--- src/shared/pirl_defs.svh ---
`ifndef PIRL_DEFS_SVH
`define PIRL_DEFS_SVH

// Field layout of the extended latch, mask and mask pointer register.
`define PIRL_NLOC 10
`define PIRL_LAT_LSB 0
`define PIRL_MSK_LSB 10
`define PIRL_PTR_LSB 20
`define PIRL_RESV_LOC 5
`define PIRL_LOC_VALID 10'h3DF
`define PIRL_EXT_VALID 32'h3DFF7FDF
`define PIRL_EXT_RESET 32'h00000000

// Source select codes.
`define PIRL_NSRC 19
`define PIRL_C_AUDIO_HI 5'h00
`define PIRL_C_SPI_HI 5'h01
`define PIRL_C_TMR0 5'h02
`define PIRL_C_SER1 5'h03
`define PIRL_C_SER3 5'h04
`define PIRL_C_SER5 5'h05
`define PIRL_C_SER0 5'h06
`define PIRL_C_SER2 5'h07
`define PIRL_C_SER4 5'h08
`define PIRL_C_PAR0 5'h09
`define PIRL_C_TMR1 5'h0A
`define PIRL_C_FUT_0B 5'h0B
`define PIRL_C_AUDIO_LO 5'h0C
`define PIRL_C_PWM 5'h0D
`define PIRL_C_DPI 5'h0E
`define PIRL_C_DTCP 5'h0F
`define PIRL_C_FUT_10 5'h10
`define PIRL_C_TMR2 5'h11
`define PIRL_C_SPI_LO 5'h12
`define PIRL_C_LAST 5'h12
`define PIRL_C_FORCE 5'h1F
`define PIRL_C_RESV_DEF 5'h13

// Timing.
`define PIRL_NSER 6
`define PIRL_SER_DELAY 2

`endif

--- src/shared/pirl_pkg.sv ---
`include "pirl_defs.svh"

package pirl_pkg;

  typedef logic [4:0] pirl_code_t;

  typedef struct packed {
    logic audio_if_high_irq;
    logic serial_periph_high_irq;
    logic gp_timer0_irq;
    logic gp_timer1_irq;
    logic future_0b_irq;
    logic audio_if_low_irq;
    logic pulse_width_irq;
    logic dpi_irq;
    logic dtcp_irq;
    logic future_10_irq;
    logic gp_timer2_irq;
    logic serial_periph_low_irq;
  } pirl_src_t;

  typedef struct packed {
    logic dma_done;
    logic core_mode;
    logic tx_full;
    logic rx_empty;
  } pirl_pp_t;

  typedef struct packed {
    logic wr;
    logic rd;
    logic [31:0] wdata;
  } pirl_sreg_t;

endpackage : pirl_pkg

--- src/core/pirl_top.sv ---
`timescale 1ns/1ps
`include "pirl_defs.svh"

// Contract
// - Nineteen prioritised sources, each routable to a location.
// - Five-bit codes: audio high 0, SPI high 1, timer0 2, serial 3-8.
// - Parallel 9, timer1 A, audio low C, PWM D, timer2 11, SPI low 12.
// - Code 1F routes a constant high so software can force a location.
// - Extended register is a core system register, also driven on the ext_interrupt_latch_mask port, reset to zero.
// - Register holds latch status, mask bits and mask pointer copies.
// - Latch bits take their source from the select codes, defaults at reset.
// - Bits 0-4 latch locations 6-10, bit 5 reserved, 6-7 latch 12-13.
// - Serial request raised two cycles after a word's last bit.
// - Parallel request raised when a DMA block transfer completes.
// - Core transfers request while tx not full or rx not empty.
// - Bit 6 default is the low-priority audio request, not the high one.
// - Bits 8-9 latch locations 17-18, default timer2 and low SPI.
// - Bits 10-19 mask bits, one unmasks, bit 15 reserved.
// - Bits 20-29 mask pointer copies; 25, 30, 31 reserved.

module pirl_top (
  input wire logic clk,
  input wire logic rst_n,
  input wire pirl_pkg::pirl_src_t src,
  input wire logic [`PIRL_NSER-1:0] ser_word_done,
  input wire pirl_pkg::pirl_pp_t pp,
  input wire logic sel_wr,
  input wire logic [3:0] sel_idx,
  input wire pirl_pkg::pirl_code_t sel_code,
  input wire pirl_pkg::pirl_sreg_t sreg,
  input wire logic [`PIRL_NLOC-1:0] ack,
  input wire logic svc_enter,
  input wire logic svc_exit,
  output logic [31:0] sreg_rdata,
  output logic [31:0] ext_interrupt_latch_mask,
  output logic [`PIRL_NLOC-1:0] irq_pend
);
  import pirl_pkg::*;

  localparam int NLOC = `PIRL_NLOC;
  localparam logic [NLOC-1:0] LOC_VALID = `PIRL_LOC_VALID;

  logic [`PIRL_NSER-1:0] ser_irq;
  logic parallel_port_irq;
  logic [`PIRL_NSRC-1:0] reqs;
  pirl_code_t sel [NLOC];
  logic [NLOC-1:0] hit;
  logic [NLOC-1:0] lat;
  logic [NLOC-1:0] next_lat;
  logic [NLOC-1:0] msk;
  logic [NLOC-1:0] mask_pointer_bits;

  // Default routing of each latch position.
  function automatic pirl_code_t pirl_default(input int idx);
    case (idx)
      0: return `PIRL_C_SER0;
      1: return `PIRL_C_SER2;
      2: return `PIRL_C_SER4;
      3: return `PIRL_C_PAR0;
      4: return `PIRL_C_TMR1;
      6: return `PIRL_C_AUDIO_LO;
      7: return `PIRL_C_PWM;
      8: return `PIRL_C_TMR2;
      9: return `PIRL_C_SPI_LO;
      default: return `PIRL_C_RESV_DEF;
    endcase
  endfunction : pirl_default

  // Reserved codes select nothing; the force code selects a constant one.
  function automatic logic pirl_pick(
    input pirl_code_t c,
    input logic [`PIRL_NSRC-1:0] r
  );
    if (c == `PIRL_C_FORCE) begin
      return 1'b1;
    end
    if (c <= `PIRL_C_LAST) begin
      return r[c];
    end
    return 1'b0;
  endfunction : pirl_pick

  function automatic logic pirl_is_resv(input pirl_code_t c);
    return (c > `PIRL_C_LAST) && (c != `PIRL_C_FORCE);
  endfunction : pirl_is_resv

  pirl_serdly #(
    .N(`PIRL_NSER),
    .DELAY(`PIRL_SER_DELAY)
  ) u_serdly (
    .clk(clk),
    .rst_n(rst_n),
    .word_done(ser_word_done),
    .irq(ser_irq)
  );

  pirl_ppirq u_ppirq (
    .clk(clk),
    .rst_n(rst_n),
    .pp(pp),
    .irq(parallel_port_irq)
  );

  // Request vector indexed by select code.
  always_comb begin
    reqs = '0;
    reqs[`PIRL_C_AUDIO_HI] = src.audio_if_high_irq;
    reqs[`PIRL_C_SPI_HI] = src.serial_periph_high_irq;
    reqs[`PIRL_C_TMR0] = src.gp_timer0_irq;
    reqs[`PIRL_C_SER1] = ser_irq[1];
    reqs[`PIRL_C_SER3] = ser_irq[3];
    reqs[`PIRL_C_SER5] = ser_irq[5];
    reqs[`PIRL_C_SER0] = ser_irq[0];
    reqs[`PIRL_C_SER2] = ser_irq[2];
    reqs[`PIRL_C_SER4] = ser_irq[4];
    reqs[`PIRL_C_PAR0] = parallel_port_irq;
    reqs[`PIRL_C_TMR1] = src.gp_timer1_irq;
    reqs[`PIRL_C_FUT_0B] = src.future_0b_irq;
    reqs[`PIRL_C_AUDIO_LO] = src.audio_if_low_irq;
    reqs[`PIRL_C_PWM] = src.pulse_width_irq;
    reqs[`PIRL_C_DPI] = src.dpi_irq;
    reqs[`PIRL_C_DTCP] = src.dtcp_irq;
    reqs[`PIRL_C_FUT_10] = src.future_10_irq;
    reqs[`PIRL_C_TMR2] = src.gp_timer2_irq;
    reqs[`PIRL_C_SPI_LO] = src.serial_periph_low_irq;
  end

  // Select codes, loaded one location at a time.
  always_ff @(posedge clk) begin
    if (!rst_n) begin
      for (int k = 0; k < NLOC; k++) begin
        sel[k] <= pirl_default(k);
      end
    end else if (sel_wr && (sel_idx < 4'(NLOC))) begin
      sel[sel_idx] <= sel_code;
    end
  end

  always_comb begin
    for (int k = 0; k < NLOC; k++) begin
      hit[k] = LOC_VALID[k] && pirl_pick(sel[k], reqs);
    end
  end

  // A software write loads the latch bits and a sequencer acknowledge clears them; a new request
  // in the same cycle still wins, so no event is lost.
  always_comb begin
    next_lat = lat;
    if (sreg.wr) begin
      next_lat = sreg.wdata[`PIRL_LAT_LSB +: NLOC];
    end
    next_lat = next_lat & ~ack;
    next_lat = next_lat | hit;
    next_lat = next_lat & LOC_VALID;
  end

  always_ff @(posedge clk) begin
    if (!rst_n) begin
      lat <= '0;
    end else begin
      lat <= next_lat;
    end
  end

  always_ff @(posedge clk) begin
    if (!rst_n) begin
      msk <= '0;
    end else if (sreg.wr) begin
      msk <= sreg.wdata[`PIRL_MSK_LSB +: NLOC] & LOC_VALID;
    end
  end

  // The pointer copy ignores software writes; only the service events of
  // the sequencer move it.
  always_ff @(posedge clk) begin
    if (!rst_n) begin
      mask_pointer_bits <= '0;
    end else if (svc_enter) begin
      mask_pointer_bits <= msk & LOC_VALID;
    end else if (svc_exit) begin
      mask_pointer_bits <= '0;
    end
  end

  // The register drives the ext_interrupt_latch_mask port and is also read through the core system-register port.
  always_comb begin
    ext_interrupt_latch_mask = 32'h00000000;
    ext_interrupt_latch_mask[`PIRL_LAT_LSB +: NLOC] = lat;
    ext_interrupt_latch_mask[`PIRL_MSK_LSB +: NLOC] = msk;
    ext_interrupt_latch_mask[`PIRL_PTR_LSB +: NLOC] = mask_pointer_bits;
  end

  always_ff @(posedge clk) begin
    if (!rst_n) begin
      sreg_rdata <= `PIRL_EXT_RESET;
    end else if (sreg.rd) begin
      sreg_rdata <= ext_interrupt_latch_mask & `PIRL_EXT_VALID;
    end
  end

  always_ff @(posedge clk) begin
    if (!rst_n) begin
      irq_pend <= '0;
    end else begin
      irq_pend <= lat & msk;
    end
  end

  logic [NLOC-1:0] resv_loc;

  always_comb begin
    for (int k = 0; k < NLOC; k++) begin
      resv_loc[k] = pirl_is_resv(sel[k]);
    end
  end
endmodule : pirl_top

--- src/core/pirl_serdly.sv ---
`timescale 1ns/1ps
`include "pirl_defs.svh"

module pirl_serdly #(
  parameter int N = `PIRL_NSER,
  parameter int DELAY = `PIRL_SER_DELAY
) (
  input wire logic clk,
  input wire logic rst_n,
  input wire logic [N-1:0] word_done,
  output logic [N-1:0] irq
);
  import pirl_pkg::*;

  logic [DELAY-1:0][N-1:0] pipe;

  // A word end travels DELAY stages before it becomes a request.
  always_ff @(posedge clk) begin
    if (!rst_n) begin
      pipe <= '0;
    end else begin
      pipe[0] <= word_done;
      for (int i = 1; i < DELAY; i++) begin
        pipe[i] <= pipe[i-1];
      end
    end
  end

  assign irq = pipe[DELAY-1];
endmodule : pirl_serdly

--- src/core/pirl_ppirq.sv ---
`timescale 1ns/1ps

module pirl_ppirq (
  input wire logic clk,
  input wire logic rst_n,
  input wire pirl_pkg::pirl_pp_t pp,
  output logic irq
);
  import pirl_pkg::*;

  always_ff @(posedge clk) begin
    if (!rst_n) begin
      irq <= 1'b0;
    end else begin
      irq <= pp.dma_done |
        (pp.core_mode & (~pp.tx_full | ~pp.rx_empty));
    end
  end
endmodule : pirl_ppirq

--- config.mk ---
export PLATFORM = sky130hd
export DESIGN_NAME = pirl_top
export DESIGN_NICKNAME = d
export VERILOG_FILES = /design/src/shared/pirl_pkg.sv /design/src/core/pirl_top.sv /design/src/core/pirl_serdly.sv /design/src/core/pirl_ppirq.sv
export VERILOG_INCLUDE_DIRS = /design/src /design/src/shared
export SDC_FILE = /design/constraint.sdc
export NUM_CORES = 1
export LEC_CHECK = 0
export BUFFER_PORTS_ARGS = -buffer_cell sky130_fd_sc_hd__buf_4
export CORE_MARGIN = 2
export CORE_UTILIZATION = 53
export CTS_CLUSTER_DIAMETER = 50
export DETAILED_ROUTE_END_ITERATION = 8
export GPL_TIMING_DRIVEN = 0
export PLACE_DENSITY = 0.81
export SLEW_MARGIN = 0
export SYNTH_ARGS = -nofsm -noshare
export SYNTH_HDL_FRONTEND = slang
export SYNTH_HIERARCHICAL = 1
export SYNTH_SLANG_ARGS = --single-unit
--- constraint.sdc ---
create_clock -name clk -period 2.2 [get_ports clk]
set_input_delay 0.11 -clock clk [delete_from_list [all_inputs] [get_ports clk]]
set_output_delay 0.11 -clock clk [all_outputs]
set_load 0.03 [all_outputs]
Word level (Yosys, flattened, before mapping). Memory sizes are Yosys's and may differ from the RTL's. Cells that the tools add are included. Widths: inputs -> output; s select.

Logic and storage cells: 151. Bits in writable memories: 50. Register bits: 78. Memories: 1. Input port bits: 80. Output and inout port bits: 74.

Bitwise logic cells: 9. Multiplexer cells: 101. Equality and inequality tests: 9. Reductions and logical operators: 3. Order comparisons: 19.

Memories: sel (depth 10, width 5, rd ports 9, clocked after memory_dff 0, write ports 10, RTL line pirl_top.sv:46) `pirl_code_t sel [NLOC];`.

Operator list (number): $mux 1 (77); $mux 5 (11); $lt 5x6->1 const B (9); $bmux 1 s5 (9); $eq 5x5->1 const B (9); $le 5x5->1 const B (9); $mux 10 (3); $and 10x10->10 (2); $not 10->10 (1); $or 10x10->10 (1); $reduce_or 5->1 (1); $lt 4x4->1 const B (1); $mux 4 (1); $not 1->1 (2); $or 1x1->1 (2); $reduce_bool 2->1 (1); $and 1x1->1 (1); $logic_and 1x1->1 (1).

Logic depth before layout (Yosys ltp).
Word-level depth: 7. Depth in mapped cells: 6. Gate-level depth less buffers: 4.

Cells and area by module. Netlist, hierarchy kept.

By module, submodules not included: pirl_top (area each 5610.4 sq um, cells an instance 506, instances 1, seq. area each 2612.5 sq um); pirl_serdly (area each 381.6 sq um, cells an instance 31, instances 1, seq. area each 240.2 sq um); pirl_ppirq (area each 35.0 sq um, cells an instance 4, instances 1, seq. area each 20.0 sq um).

Least setup slack after synthesis. Ideal clock, no wire load.

Kind: register to register. From: mem sel[0][1] in the netlist's numbering. To: reg lat[0]. Cell stages (with the launch flop): 6. Buffers on the path: 1. Data required time: 2.067 ns. Data arrival time: 1.614 ns. Setup slack: 0.453 ns. Clock period less this slack: 1.747 ns. Setup time: 0.133 ns. Path through: edfxtp_1 > buf_2 > mux4_2 > mux4_2 > nor3_2 > a211oi_1.

RTL lines: from (decl) (RTL line pirl_top.sv:46); to (signal assigned) (RTL line pirl_top.sv:161) `lat <= next_lat;`; to (decl) (RTL line pirl_top.sv:48) `logic [NLOC-1:0] lat;`.

==> out/metrics.csv <==
stage,metric,value,unit
route,Total Wirelength,16.4,mm
cells_and_area,Layout area overhead,31.1,%
route,DR vias/cell,5.78,
clock_network,TritonCTS sink count,121,
cells_and_area,sequential standard cell area,2870,µm²
route,vias post-DR,4974,
sta,Achievable Freq,523,MHz
cells_and_area,n_diodes,0,
route,met3 wire length,1.35,mm
grt,vias in the first global route,5159,
setup_path,CP Launch Type,register,
logic_synthesis,Main synth FF type,dfxtp_1,
clock_network,clock latency on the worst-skew pair,410,ps
cells_and_area,post-route core utilization,71.9,%
cells_and_area,Layout Nets,787,
grt,antenna violations before repair,0,
setup_path,critical path class,reg2reg,
placed_design,Routability Congestion,0.855,
route,Met2 Routed Length,8.30,mm
clock_network,CTS tree,yes,
logic_synthesis,number of flops mapped to enable cells by yosys,45,
setup_path,CP Data Arrival Time,2180,ps
clock_network,# resized after CTS,0,
route,wl on met1,6.26,mm
sta,final hold vios,0,
setup_path,"most used cell, CP",mux4_2,
logic_synthesis,Mapped Cells,541,
worst_hold_path,Hold Crit Class,in2reg,
grt,largest net degree at the start of global routing,17,
setup_path,Critical Path Max Stage Delay,550,ps
setup_path,crit end category,register,
setup_path,Crit path required time,2470,ps
clock_network,# H-tree levels,4,
route,uppermost layer routed,met4,
sta,RSZ-0062 raised after global routing,false,
sta,Tmin final,1910,ps
logic_synthesis,leading area contributor after synthesis,dfxtp_1,
floorplan,die area,12200,µm²
sta,period utilisation layout,87.0,%
clock_network,Max Root-Sink Buffers,2,
logic_synthesis,Ys Warns,6,
sta,worst slew pin tran,1180,ps
floorplan,Rows,38,
logic_synthesis,Mean Syn Cell Area,11.1,µm²
floorplan,Starting Density,54.9,%
grt,GRT Residual Overflow,0,
pwr,worst vdd ir,521,µV
outcome,status,"complete, no violations",
clock_network,CTS Buf Count,17,
sta,setup tns final,0,ps
pwr,Cell Pwr Density,783,nW/µm²
placed_design,Place WS,267,ps
logic_synthesis,"Seq/Total Area, Yosys",47.7,%
cells_and_area,"commonest cells after routing, fill and taps aside","136 x buf_4, 96 x nor2_1, 76 x dfxtp_1",
grt,first-pass GRT wire length,26.2,mm
cells_and_area,layout cell share with drive strength beyond 1,32.8,%
cells_and_area,"most common cell after layout, fill and taps aside",buf_4,
run,Max Cap Viol,0,
sta,Final WS setup,287,ps
placed_design,Port Buffers,119,
cells_and_area,fill count,767,
route,drt pass-1 iters,5,
setup_path,Crit Path Max Fanout,7,
floorplan,chip width,111,µm
setup_path,CP max stage cell,mux4_2,
floorplan,core box area,11000,µm²
logic_synthesis,Yosys cell types,42,
route,DRT antenna net count,0,
route,Wirelength per Cell,19.0,µm
floorplan,die height,111,µm
logic_synthesis,synth top area cells,"dfxtp_1 25%, edfxtp_1 22%, mux4_2 15%",
placed_design,DP Wirelength,11.9,mm
sta,Layout Skew,8.12,ps
pwr,P_leak,0.00340,µW
sta,# setup viols final,0,
sta,Slew Limit Fails,0,
route,remaining routing DRC violations,0,
route,drt initial violations,529,
logic_synthesis,asr flop ratio synth,0,%
logic_synthesis,post-synthesis sequential element count,121,
floorplan,Top Ports,154,
pwr,Pwr Total,6180,µW
clock_network,clock slew at reported path FFs,50,ps
cells_and_area,area of the multi-input gates,2870,µm²
grt,GRT Util Overall,27.3,%
sta,Worst slew margin,20.6,%
logic_synthesis,area of the mapped netlist,6030,µm²
sta,worst hold margin,22.4,ps
setup_path,worst path cell trace,buf_2 -> mux4_2 -> mux4_2 -> nor3_2 -> a211oi_1,
clock_network,clk root buf,clkbuf_16,
logic_synthesis,Synth top area share,25.2,%
power breakdown:
part | total (µW) | internal [µW] | switching (µW)
sequential | 2570 | 2440 | 127
combinational | 900 | 430 | 470
clock | 2720 | 1750 | 964
total | 6180 | 4620 | 1560
cell families (layout without fill, tap and decap cells):
| logic type | Yosys count | in the layout | synth area share (%) |
|---|---|---|---|
| and+or+nand+nor | 212 | 212 | 17.1 |
| buffers and inverters | 62 | 231 | 5.27 |
| DFF | 121 | 121 | 47.7 |
| muxes | 96 | 96 | 24.3 |
| other | 1 | 11 | 0.0622 |
| AOI/OAI and AO/OA | 49 | 49 | 5.61 |
path summary, 6_finish.rpt:
check / endpoint / from / cells after the start / slack [ps]
min: u_serdly/pipe[3] / rst_n / 2 / 20
max reg2reg: lat[1] / sel[1][1] / 5 / 290
max: lat[1] / sel[1][1] / 5 / 290
min reg2reg: u_serdly/irq[3] / u_serdly/pipe[3] / 1 / 450
registers in the layout, summed over array words and instances, names as in the netlist:
register,flops
mask_pointer_bits,9
irq_pend,9
sel,45
u_serdly/pipe,6
u_serdly/irq,6
u_ppirq/irq,1
msk,9
lat,9
sreg_rdata,27
final cells by class:
class | instances | area share [%]
buffer | 48 | 3.36
sequential | 121 | 36.4
clock buffer | 20 | 5.92
multi-input combinational | 368 | 36.4
clock inverter | 12 | 1.52
timing repair buffer | 137 | 13.6
inverter | 14 | 0.665
tap | 140 | 2.22
synthesized netlist by cell type, drive strengths merged (7+ instances only):
| cell | number |
|---|---|
| nor3 | 8 |
| nand4 | 7 |
| nor3b | 9 |
| nor2 | 96 |
| mux4 | 40 |
| nand3 | 7 |
| and3 | 11 |
| nand2 | 39 |
| and2 | 13 |
| a21oi | 9 |
| dfxtp | 76 |
| edfxtp | 45 |
| inv | 14 |
| clkbuf | 15 |
| o22ai | 8 |
| buf | 33 |
| mux2i | 55 |
repair_timing:
action / CTS / global route
hold buffers: 18 / 0
hold endpoints to repair: 17 / 0
setup buffers: 0 / 0
metrics by stage:
stage,std cells,cell area (µm²)
floorplan,551,6060
finish,860,7900
CTS,860,7900
global placement,810,7130
detailed placement,810,7130
global route,860,7900
critical path: cells and delay by family, from the launching register on:
family / cells / cell delay (ps)
buffers and inverters: 1 / 240
and+or+nand+nor: 1 / 130
muxes: 2 / 1040
DFF: 1 / 310
AOI/OAI and AO/OA: 1 / 60
metal layers:
| metal | up-vias | GRT usage, % |
|---|---|---|
| li1 | 2279 | - |
| met1 | 2332 | 31.9 |
| met2 | 320 | 46.1 |
| met3 | 43 | 6.64 |
| met4 | 0 | 15.2 |
| met5 | - | 0 |
Power figures use the tool's default switching activity.
